`src/ext_line_event_pkg.sv`:
```
// Constants, register map and carrier types of the line event controller.
// Assumes a 32-bit APB bus with word-aligned registers.
package ext_line_event_pkg;
  localparam int          NUM_LINES       = 29;
  localparam int          NUM_GPIO_LINES  = 16;
  localparam int          ADDR_W          = 12;
  localparam logic [11:0] OFS_INT_ENABLE  = 12'h000;
  localparam logic [11:0] OFS_EVT_ENABLE  = 12'h004;
  localparam logic [11:0] OFS_RISE_SEL    = 12'h008;
  localparam logic [11:0] OFS_FALL_SEL    = 12'h00C;
  localparam logic [11:0] OFS_SW_TRIGGER  = 12'h010;
  localparam logic [11:0] OFS_PENDING     = 12'h014;
  localparam logic [11:0] OFS_SECURITY    = 12'h018;
  localparam logic [11:0] OFS_PRIVILEGE   = 12'h01C;
  localparam logic [11:0] OFS_LOCK        = 12'h020;
  localparam int          LOCK_BIT        = 0;
  localparam logic [28:0] LINE_RESET      = 29'h0000000;
  localparam logic [28:0] PENDING_RESET   = 29'h0000000;
  localparam logic [31:0] SECURE_BASE     = 32'h50013C00;
  localparam logic [31:0] NONSECURE_BASE  = 32'h40013C00;

  typedef logic [NUM_LINES-1:0] line_vec_t;

  // APB request fields; pprot[0] privileged, pprot[1] non-secure
  typedef struct packed {
    logic              psel;
    logic              penable;
    logic              pwrite;
    logic [ADDR_W-1:0] paddr;
    logic [31:0]       pwdata;
    logic [2:0]        pprot;
  } apb_req_s;

  typedef struct packed {
    logic        pready;
    logic [31:0] prdata;
    logic        pslverr;
  } apb_rsp_s;
endpackage

```
`src/ext_line_event_controller.sv`:
```
// Register bank and edge logic of a 29-line interrupt and event controller.
// Assumes sources synchronous to pclk and an APB master that holds each request.
// Function
// - Each line has an interrupt enable gating its interrupt request
// - Each line has an event enable gating its event output
// - Rising-edge enable makes rising transitions count as requests
// - Falling-edge enable makes falling transitions count; both enables give either edge
// - Software trigger bit raised from zero by a write of one raises a request; writing zero clears the bit, pending stays
// - Pending flag is set when the line has been triggered with its interrupt enable set
// - Pending flag clears only by writing one; zero leaves it
// - Secure line: non-secure writes dropped, non-secure reads give zero
// - Privileged line: unprivileged writes dropped, unprivileged reads give zero
// - Non-secure write to security config ignored, flags illegal access; reads true
// - Privileged line's security bit written only by privileged access
// - Unprivileged write to privilege config dropped, flags illegal access; reads true
// - Secure line's privilege bit written only by secure access
// - Non-secure lock access ignored, reads zero, flags illegal access
// - Lock bit can be written once after each reset
// - Lock set blocks all changes to security and privilege config
// - Enable, edge, trigger and pending registers reset to zero
// - Same registers reached at a secure and a non-secure base
// - Interrupt trigger sets pending; event-only trigger leaves it untouched
// - Lines 0 to 15 from GPIO, 16 to 28 internal sources
//
// The APB register port is this design's own decision.
module ext_line_event_controller
  import ext_line_event_pkg::*;
#(
  parameter int LINES = NUM_LINES
) (
  input  wire logic                         pclk,
  input  wire logic                         presetn,
  input  wire ext_line_event_pkg::apb_req_s apb_req,
  output      ext_line_event_pkg::apb_rsp_s apb_rsp,
  input  wire ext_line_event_pkg::line_vec_t gpio_lines,
  input  wire ext_line_event_pkg::line_vec_t internal_lines,
  output      ext_line_event_pkg::line_vec_t line_irq,
  output      ext_line_event_pkg::line_vec_t line_event,
  output      logic                         illegal_access
);
  import ext_line_event_pkg::*;

  if (LINES != NUM_LINES) begin : g_check
    $error("LINES must equal NUM_LINES");
  end

  line_vec_t int_en;
  line_vec_t evt_en;
  line_vec_t rise_sel;
  line_vec_t fall_sel;
  line_vec_t sw_trig;
  line_vec_t pending;
  line_vec_t sec_cfg;
  line_vec_t priv_cfg;
  logic      lock;
  logic      lock_written;
  line_vec_t src_in;
  line_vec_t src_prev;
  line_vec_t access_ok;
  line_vec_t edge_hit;
  line_vec_t sw_hit;
  line_vec_t trig;
  line_vec_t wdata;
  line_vec_t next_sw;
  logic      wr;
  logic      rd;
  logic      non_secure;
  logic      unpriv;
  logic [31:0] next_rdata;
  logic        next_illegal;

  // Base select happens upstream; pprot carries the aperture used
  assign non_secure = apb_req.pprot[1];
  assign unpriv     = ~apb_req.pprot[0];
  assign wr    = apb_req.psel & apb_req.penable & apb_req.pwrite;
  assign rd    = apb_req.psel & apb_req.penable & ~apb_req.pwrite;
  assign wdata = apb_req.pwdata[NUM_LINES-1:0];

  // Per-line filter for enable, edge, trigger and pending bits
  assign access_ok = ~(sec_cfg & {NUM_LINES{non_secure}})
                   & ~(priv_cfg & {NUM_LINES{unpriv}});

  // Low lines from GPIO, upper from internal wakeup sources
  assign src_in = {internal_lines[NUM_LINES-1:NUM_GPIO_LINES],
                   gpio_lines[NUM_GPIO_LINES-1:0]};

  assign edge_hit = (rise_sel & src_in & ~src_prev)
                  | (fall_sel & ~src_in & src_prev);

  // Software request fires on the write that raises the bit
  always_comb begin
    next_sw = sw_trig;
    if (wr && apb_req.paddr == OFS_SW_TRIGGER) begin
      next_sw = (sw_trig & ~access_ok) | (wdata & access_ok);
    end
  end
  assign sw_hit = next_sw & ~sw_trig;
  assign trig   = edge_hit | sw_hit;

  always_ff @(posedge pclk or negedge presetn) begin
    if (!presetn) begin
      src_prev <= LINE_RESET;
    end else begin
      src_prev <= src_in;
    end
  end

  // Line configuration registers
  always_ff @(posedge pclk or negedge presetn) begin
    if (!presetn) begin
      int_en   <= LINE_RESET;
      evt_en   <= LINE_RESET;
      rise_sel <= LINE_RESET;
      fall_sel <= LINE_RESET;
      sw_trig  <= LINE_RESET;
    end else begin
      sw_trig <= next_sw;
      if (wr) begin
        case (apb_req.paddr)
          OFS_INT_ENABLE: int_en   <= (int_en & ~access_ok) | (wdata & access_ok);
          OFS_EVT_ENABLE: evt_en   <= (evt_en & ~access_ok) | (wdata & access_ok);
          OFS_RISE_SEL:   rise_sel <= (rise_sel & ~access_ok) | (wdata & access_ok);
          OFS_FALL_SEL:   fall_sel <= (fall_sel & ~access_ok) | (wdata & access_ok);
          default: ;
        endcase
      end
    end
  end

  // Pending: set on interrupt-enabled trigger, set wins over clear
  always_ff @(posedge pclk or negedge presetn) begin
    if (!presetn) begin
      pending <= PENDING_RESET;
    end else begin
      pending <= (pending
                  & ~((wr && apb_req.paddr == OFS_PENDING)
                      ? (wdata & access_ok) : LINE_RESET))
                 | (trig & int_en);
    end
  end

  // Security and privilege configuration with lock
  always_ff @(posedge pclk or negedge presetn) begin
    if (!presetn) begin
      sec_cfg  <= LINE_RESET;
      priv_cfg <= LINE_RESET;
    end else if (wr && !lock) begin
      if (apb_req.paddr == OFS_SECURITY && !non_secure) begin
        sec_cfg <= (sec_cfg & priv_cfg & {NUM_LINES{unpriv}})
                 | (wdata & ~(priv_cfg & {NUM_LINES{unpriv}}));
      end
      if (apb_req.paddr == OFS_PRIVILEGE && !unpriv) begin
        priv_cfg <= (priv_cfg & sec_cfg & {NUM_LINES{non_secure}})
                  | (wdata & ~(sec_cfg & {NUM_LINES{non_secure}}));
      end
    end
  end

  // Write-once lock; first secure write consumes the chance
  always_ff @(posedge pclk or negedge presetn) begin
    if (!presetn) begin
      lock         <= 1'b0;
      lock_written <= 1'b0;
    end else if (wr && apb_req.paddr == OFS_LOCK && !non_secure && !lock_written) begin
      lock         <= apb_req.pwdata[LOCK_BIT];
      lock_written <= 1'b1;
    end
  end

  always_comb begin
    next_rdata   = 32'h00000000;
    next_illegal = 1'b0;
    case (apb_req.paddr)
      OFS_INT_ENABLE: next_rdata[NUM_LINES-1:0] = int_en & access_ok;
      OFS_EVT_ENABLE: next_rdata[NUM_LINES-1:0] = evt_en & access_ok;
      OFS_RISE_SEL:   next_rdata[NUM_LINES-1:0] = rise_sel & access_ok;
      OFS_FALL_SEL:   next_rdata[NUM_LINES-1:0] = fall_sel & access_ok;
      OFS_SW_TRIGGER: next_rdata[NUM_LINES-1:0] = sw_trig & access_ok;
      OFS_PENDING:    next_rdata[NUM_LINES-1:0] = pending & access_ok;
      OFS_SECURITY: begin
        next_rdata[NUM_LINES-1:0] = sec_cfg;
        next_illegal = wr & non_secure;
      end
      OFS_PRIVILEGE: begin
        next_rdata[NUM_LINES-1:0] = priv_cfg;
        next_illegal = wr & unpriv;
      end
      OFS_LOCK: begin
        next_rdata[LOCK_BIT] = lock & ~non_secure;
        next_illegal = (wr | rd) & non_secure;
      end
      default: next_rdata = 32'h00000000;
    endcase
  end

  // Zero-wait slave: answer in the access cycle, read data registered at setup
  always_ff @(posedge pclk or negedge presetn) begin
    if (!presetn) begin
      apb_rsp        <= '0;
      illegal_access <= 1'b0;
    end else begin
      apb_rsp.pready  <= apb_req.psel & ~apb_req.penable;
      apb_rsp.pslverr <= 1'b0;
      if (apb_req.psel && !apb_req.penable) begin
        apb_rsp.prdata <= next_rdata;
      end
      illegal_access <= next_illegal;
    end
  end

  // Outputs straight from flops
  always_ff @(posedge pclk or negedge presetn) begin
    if (!presetn) begin
      line_irq   <= LINE_RESET;
      line_event <= LINE_RESET;
    end else begin
      line_irq   <= (pending | (trig & int_en)) & int_en;
      line_event <= trig & evt_en;
    end
  end

  a_pending_sets: assert property (@(posedge pclk) disable iff (!presetn)
    (trig & int_en) != '0 |=> (pending & $past(trig & int_en)) == $past(trig & int_en))
    else $error("pending not set by trigger");
  a_event_pulse: assert property (@(posedge pclk) disable iff (!presetn)
    line_event == $past(trig & evt_en))
    else $error("event pulse wrong");
  a_event_no_pend: assert property (@(posedge pclk) disable iff (!presetn)
    (trig & ~int_en) != '0 && pending == '0 && !wr |=> (pending & $past(trig & ~int_en)) == '0)
    else $error("event-only set pending");
  a_irq_level: assert property (@(posedge pclk) disable iff (!presetn)
    ##1 (line_irq == (($past(pending) | $past(trig & int_en)) & $past(int_en))))
    else $error("irq level wrong");
  a_lock_once: assert property (@(posedge pclk) disable iff (!presetn)
    lock_written |=> lock == $past(lock))
    else $error("lock changed twice");
  a_lock_freeze: assert property (@(posedge pclk) disable iff (!presetn)
    lock |=> sec_cfg == $past(sec_cfg) && priv_cfg == $past(priv_cfg))
    else $error("config changed under lock");
  a_ns_sec_write: assert property (@(posedge pclk) disable iff (!presetn)
    wr && non_secure && apb_req.paddr == OFS_SECURITY |=> sec_cfg == $past(sec_cfg) && illegal_access)
    else $error("non-secure security write");
  a_up_priv_write: assert property (@(posedge pclk) disable iff (!presetn)
    wr && unpriv && apb_req.paddr == OFS_PRIVILEGE |=> priv_cfg == $past(priv_cfg) && illegal_access)
    else $error("unprivileged privilege write");
  a_ns_lock_zero: assert property (@(posedge pclk) disable iff (!presetn)
    apb_req.psel && !apb_req.penable && non_secure && apb_req.paddr == OFS_LOCK
      |=> apb_rsp.prdata == 32'h00000000)
    else $error("non-secure lock read nonzero");
  a_secure_read: assert property (@(posedge pclk) disable iff (!presetn)
    apb_req.psel && !apb_req.penable && apb_req.paddr == OFS_INT_ENABLE && non_secure
      |=> (apb_rsp.prdata[NUM_LINES-1:0] & $past(sec_cfg)) == '0)
    else $error("secure line leaked");
  a_ready_next: assert property (@(posedge pclk) disable iff (!presetn)
    apb_req.psel && !apb_req.penable |=> apb_rsp.pready)
    else $error("pready late");

  c_irq: cover property (@(posedge pclk) disable iff (!presetn) line_irq != '0);
  c_event: cover property (@(posedge pclk) disable iff (!presetn) line_event != '0);
  c_lock: cover property (@(posedge pclk) disable iff (!presetn) $rose(lock));
  c_illegal: cover property (@(posedge pclk) disable iff (!presetn) illegal_access);
endmodule

```
`config.mk`:
```
export PLATFORM = sky130hd
export DESIGN_NAME = ext_line_event_controller
export DESIGN_NICKNAME = d
export VERILOG_FILES = /design/src/ext_line_event_pkg.sv /design/src/ext_line_event_controller.sv
export SDC_FILE = /design/constraint.sdc
export NUM_CORES = 1
export LEC_CHECK = 0
export BUFFER_PORTS_ARGS = -buffer_cell sky130_fd_sc_hd__clkbuf_2
export CORE_UTILIZATION = 40
export DETAILED_ROUTE_END_ITERATION = 16
export GPL_ROUTABILITY_DRIVEN = 0
export SKIP_CTS_REPAIR_TIMING = 1
export SLEW_MARGIN = 40
export SYNTH_ARGS = -nofsm -noshare
export SYNTH_HDL_FRONTEND = slang
export SYNTH_SLANG_ARGS = --single-unit
```
`constraint.sdc`:
```
create_clock -name pclk -period 3.11 [get_ports pclk]
set_input_delay 0.622 -clock pclk [delete_from_list [all_inputs] [get_ports pclk]]
set_output_delay 0.622 -clock pclk [all_outputs]
set_load 0.005 [all_outputs]
```
==> results.toml, run 1 <==
[routing]
drc = 0
drtIter0Drc = 999
wire_per_inst_um = 22.3
ant_nets = 0
num_vias = 13200
routed_wl_mm = 52.3
via_per_inst = 5.62
first_pass_iters = 7

[critical_path]
crit_required_ns = 3.58
critical_path.cell_chain = "clkbuf_2 -> or4_4 -> buf_4 -> or4_1 -> nor2_1 -> o21ai_0 -> a22oi_1"
critical_path_buf_inv_count = 2
start_kind = "input port"
worstPathArrival_ns = 2.86
cp_slowest_cell = "or4_1"
cpLargestDelayFamily = "simple AND/OR/NAND/NOR gates"
end_kind = "register"
criticalPathCategory = "input port to register"
cp_max_fo = 7
slowest_delay_ns = 0.77

[sta]
rsz0062_at_grt = "false"
drv_slew = 0
relSlewSlack = 0.552
min_period_ns = 2.39
worst_pin_slew_ns = 0.671
finalSetupViolCount = 0
fin_ws_ns = 0.720
hold_viol = 0
tns_ns = 0
finClkSkew_ns = 0.0101
period_share = 0.768
max_freq_mhz = 418

[cts]
clockRootBuffer = "clkbuf_16"
clk_latency_ns = 0.56
clockBufferDepth = 3
numCtsBuffers = 39
cts.clk_slew.worst_paths_ns = 0.06
cts.sinks = 352
htree_num_levels = 2
cts_tree = "built"

[floorplan]
die_y_um = 208
start_util = 0.406
core-area_um2 = 41900
ios = 203
dieWidth_um = 208
die_area_um2 = 43400
placementRows = 75

[finish]
most-common-layout-cells = "dfrtp_1, nand2_1, mux2_2"
drive_gt1_frac = 0.329
nFillCells = 3866
seq_area_um2 = 8810
final_nets = 1892
multiInputGateArea_um2 = 7650
area_delta_synth_final_pct = 19.2
instances_no_fill = 2348
utilization = 0.484
final_common_cell = "dfrtp_1"

[placed_design]
portBuffers = 165
post-place-cells = 2280
place_ws_ns = 0.177
hpwl_mm = 35.3

[synth]
syn_area_um2 = 17000
syn_inst = 1584
netlist_top_cells_area = "dfrtp_1, mux2_2, nand2_1"
synth_area_per_cell_um2 = 10.7
synth_cell_types = 59
synthArstFlopShare = 1.00
synth_flop_cell = "dfrtp_1"
synth_top_area_cell = "dfrtp_1"
yosysWarnings = 0
synth_top_area_frac = 0.518
synth_seq_area_share = 0.518
synth_edf_count = 0
ys_ff_latch = 352

[worst_hold_path]
hp-class = "input port to asynchronous set/reset pin"

[grt]
grt_pass1_wl_mm = 80.8
grt_pass1_vias = 13400
overflow = 0
track_usage = 0.245
grt_antenna_before_repair = 4
grt_max_degree = 80

[power_and_ir_drop]
ir_worst_vdd_mv = 0.392
static-leakage-power_uw = 0.00974
power_density_nw_per_um2 = 480

[run]
maxCapViolCount = 0

[status]
status = "complete, no violations"
==> kinds of logic (layout without fill, tap and decap cells) <==
group	Yosys count	count (layout)	synth area share
AND/OR/NAND/NOR	489	489	0.133
flip-flops	352	352	0.518
AO/OA/AOI/OAI	318	318	0.130
multiplexers	280	280	0.184
buffers and inverters	144	365	0.0362
other	1	5	0.000220
==> metrics by stage <==
stage,hold WS (ns),power [uW],instance area (um^2)
after floorplan,0.326,4860,17000
after CTS,0.101,9850,20300
after global routing,0.127,10100,20300
after detailed placement,0.461,5150,19000
after global placement,0.454,5140,19000
final,0.0886,9740,20300
==> worst paths after layout <==
path / slack, ns / to / cells past startpoint / from
worst max-delay path: 0.72 / apb_rsp[15] / 7 / apb_req[36]
worst min-delay path: 0.09 / src_prev[6] / 1 / presetn
worst max register to register: 1.30 / pending[18] / 5 / priv_cfg[18]
worst min register to register: 0.48 / lock_written / 2 / lock_written
max in group asynchronous: 2.25 / apb_rsp[12] / 2 / presetn
min in group pclk: 0.20 / src_prev[19] / 1 / internal_lines[19]
==> metal layers <==
metal	global-route usage	wire length, um	part of all wire	vias up
met2	0.397	24600	0.47	457
met3	0.0495	3810	0.073	97
met1	0.332	22500	0.43	6627
li1	-	-	-	6016
met5	0	26	0.00050	-
met4	0.0702	1370	0.026	4
==> cell usage after synthesis (3+ instances only) <==
| cell | number |
|---|---|
| a31oi_1 | 31 |
| nor4_1 | 3 |
| mux2_2 | 244 |
| a211oi_1 | 3 |
| o21ai_0 | 32 |
| or4_1 | 4 |
| a21oi_1 | 64 |
| a22oi_1 | 35 |
| nor3_1 | 9 |
| and3_1 | 5 |
| nor4_2 | 5 |
| mux2_1 | 12 |
| o22ai_1 | 6 |
| nand2_1 | 254 |
| buf_6 | 4 |
| clkbuf_1 | 41 |
| a221oi_1 | 15 |
| buf_2 | 18 |
| and2_1 | 36 |
| buf_1 | 39 |
| dfrtp_1 | 352 |
| o21a_1 | 31 |
| nand4_1 | 8 |
| nand3_1 | 35 |
| nor2b_1 | 32 |
| buf_4 | 6 |
| nor2_1 | 80 |
| mux2i_1 | 24 |
| a22o_1 | 36 |
| nand2b_1 | 5 |
| a222oi_1 | 4 |
| inv_1 | 36 |
| a21oi_2 | 10 |
| o31ai_1 | 34 |
==> power by group <==
part           internal (uW)  switching (uW)  total [uW]
sequential              4600            12.8        4620
clock                   2830            1840        4670
combinational            121             328         449
==> layout make-up <==
class	count	area share
Antenna cell	1	0.000123
Clock buffer	57	0.0575
Clock inverter	10	0.00617
Inverter	36	0.00666
Multi-Input combinational cell	1091	0.377
Sequential cell	352	0.434
Tap cell	539	0.0332
Timing Repair Buffer	262	0.0852
Power figures use the tool's default switching activity.
==> run 2, diff against run 1 <==
==> constraint.sdc (replaced) <==
create_clock -name pclk -period 2.3 [get_ports pclk]
set_input_delay 0.46 -clock pclk [delete_from_list [all_inputs] [get_ports pclk]]
set_output_delay 0.46 -clock pclk [all_outputs]
set_load 0.005 [all_outputs]
==> run 2 against run 1 <==
  * Utilization up 1.8 points
  * Final area grew 3.7%
  * Final cell count up 3.5%
  * Non-clock buffer count rose by 79
  * Global-route usage about the same
  * Via count rose by 3.0%
  * Hold slack lost 0.056 ns
  * Critical endpoint is now apb_rsp[23]
==> results.toml, run 2 (synthesized netlist as in run 1, its figures left out) <==
[cts]
cts_tree = "built"
clockBufferDepth = 3
htree_num_levels = 2
numCtsBuffers = 40
cts.sinks = 352
clockRootBuffer = "clkbuf_16"
clk_latency_ns = 0.56
cts.clk_slew.worst_paths_ns = 0.06

[floorplan]
ios = 203
die_y_um = 208
die_area_um2 = 43400
start_util = 0.406
placementRows = 75
core-area_um2 = 41900
dieWidth_um = 208

[placed_design]
post-place-cells = 2358
portBuffers = 165
place_ws_ns = -0.318
dpl_cell_area_um2 = 19700
hpwl_mm = 36.6

[routing]
drc = 0
drtIter0Drc = 1235
ant_nets = 0
first_pass_iters = 5
num_vias = 13600
routed_wl_mm = 52.7
wire_per_inst_um = 21.7
via_per_inst = 5.59

[critical_path]
start_kind = "input port"
crit_path_start = "apb_req[36]"
worstPathArrival_ns = 2.51
crit_required_ns = 2.77
cp-endpoint = "apb_rsp[23]"
r2r_end = "line_event[10]"
r2r_slack_ns = 0.54
r2r_start = "priv_cfg[10]"
end_kind = "register"
r2r_cells = 5
criticalPathCategory = "input port to register"
cp_max_fo = 7

[grt]
grt_pass1_wl_mm = 81.1
track_usage = 0.245
grt_pass1_vias = 13600
grt_max_degree = 65
grt_antenna_before_repair = 3
overflow = 0

[sta]
finalSetupViolCount = 0
rsz0062_at_grt = "false"
fin_ws_ns = 0.258
drv_slew = 0
finClkSkew_ns = 0.0136
tns_ns = 0
worst_pin_slew_ns = 0.593
hold_viol = 0
max_freq_mhz = 490
relSlewSlack = 0.605
period_share = 0.888
min_period_ns = 2.04

[finish]
instances_no_fill = 2431
area_delta_synth_final_pct = 23.7
nFillCells = 3788
most-common-layout-cells = "dfrtp_1, nand2_1, mux2_2"
drive_gt1_frac = 0.360
finalInstanceArea_um2 = 21000
final_nets = 1972
final_common_cell = "dfrtp_1"

[power_and_ir_drop]
power.total_uw = 13600
static-leakage-power_uw = 0.0102
power_density_nw_per_um2 = 647
ir_worst_vdd_mv = 0.395

[status]
status = "complete, no violations"

[worst_hold_path]
hp-class = "input port to register"

[run]
maxCapViolCount = 0
## run 2: cell count changes in the layout (fill, tap and decap cells not counted), sizes merged
cell / change
bufinv: +3
buf: +78
clkbuf: -4
clkinv: +3
dlygate4sd3: +1
clkinvlp: +1
inv: +1
## run 2: worst min path at each step
stage	from	endpoint	slack [ns]	depth (start not counted)
floorplan	presetn	asynchronous set/reset pin	0.16	0
global placement	lock_written	lock_written	0.45	2
detailed placement	lock_written	lock_written	0.46	2
CTS	presetn	src_prev[5]	-0.11	1
global route	gpio_lines[13]	src_prev[13]	0.01	1
finish	gpio_lines[13]	src_prev[13]	0.03	1
## run 2: power breakdown
| group | switching [uW] | internal (uW) |
|---|---|---|
| combinational | 446 | 193 |
| sequential | 17.7 | 6220 |
| clock | 2610 | 4130 |
## run 2: layout make-up
class                           instances  area (um^2)  area share
Sequential cell                       352         8810       0.418
Multi-Input combinational cell       1091         7650       0.363
Timing Repair Buffer                  341         2400       0.114
Clock buffer                           53         1130      0.0537
Tap cell                              539          674      0.0320
Clock inverter                         18          249      0.0118
Inverter                               36          135     0.00642
Antenna cell                            1         2.50    0.000119
## run 2: metrics by stage
step | utilization | hold slack (ns)
after floorplan | - | 0.164
after global placement | 0.469 | 0.455
after detailed placement | 0.469 | 0.464
after CTS | 0.502 | -0.106
after global routing | 0.502 | 0.0117
final | 0.502 | 0.0325
## run 2: critical path, cell delays in order
cell and delay [ns]:
clkbuf_2 0.09, or4_4 0.59, buf_4 0.21, nor4_2 0.52
buf_4 0.26, a22o_1 0.13, a21oi_1 0.05, a22oi_1 0.20
## run 2: layer usage
metal | GRT usage | up-vias | wire, um
met1 | 0.332 | 6876 | 22900
met3 | 0.0447 | 123 | 3270
met5 | 0 | - | 17
met4 | 0.102 | 2 | 1990
li1 | - | 6166 | -
met2 | 0.388 | 424 | 24500
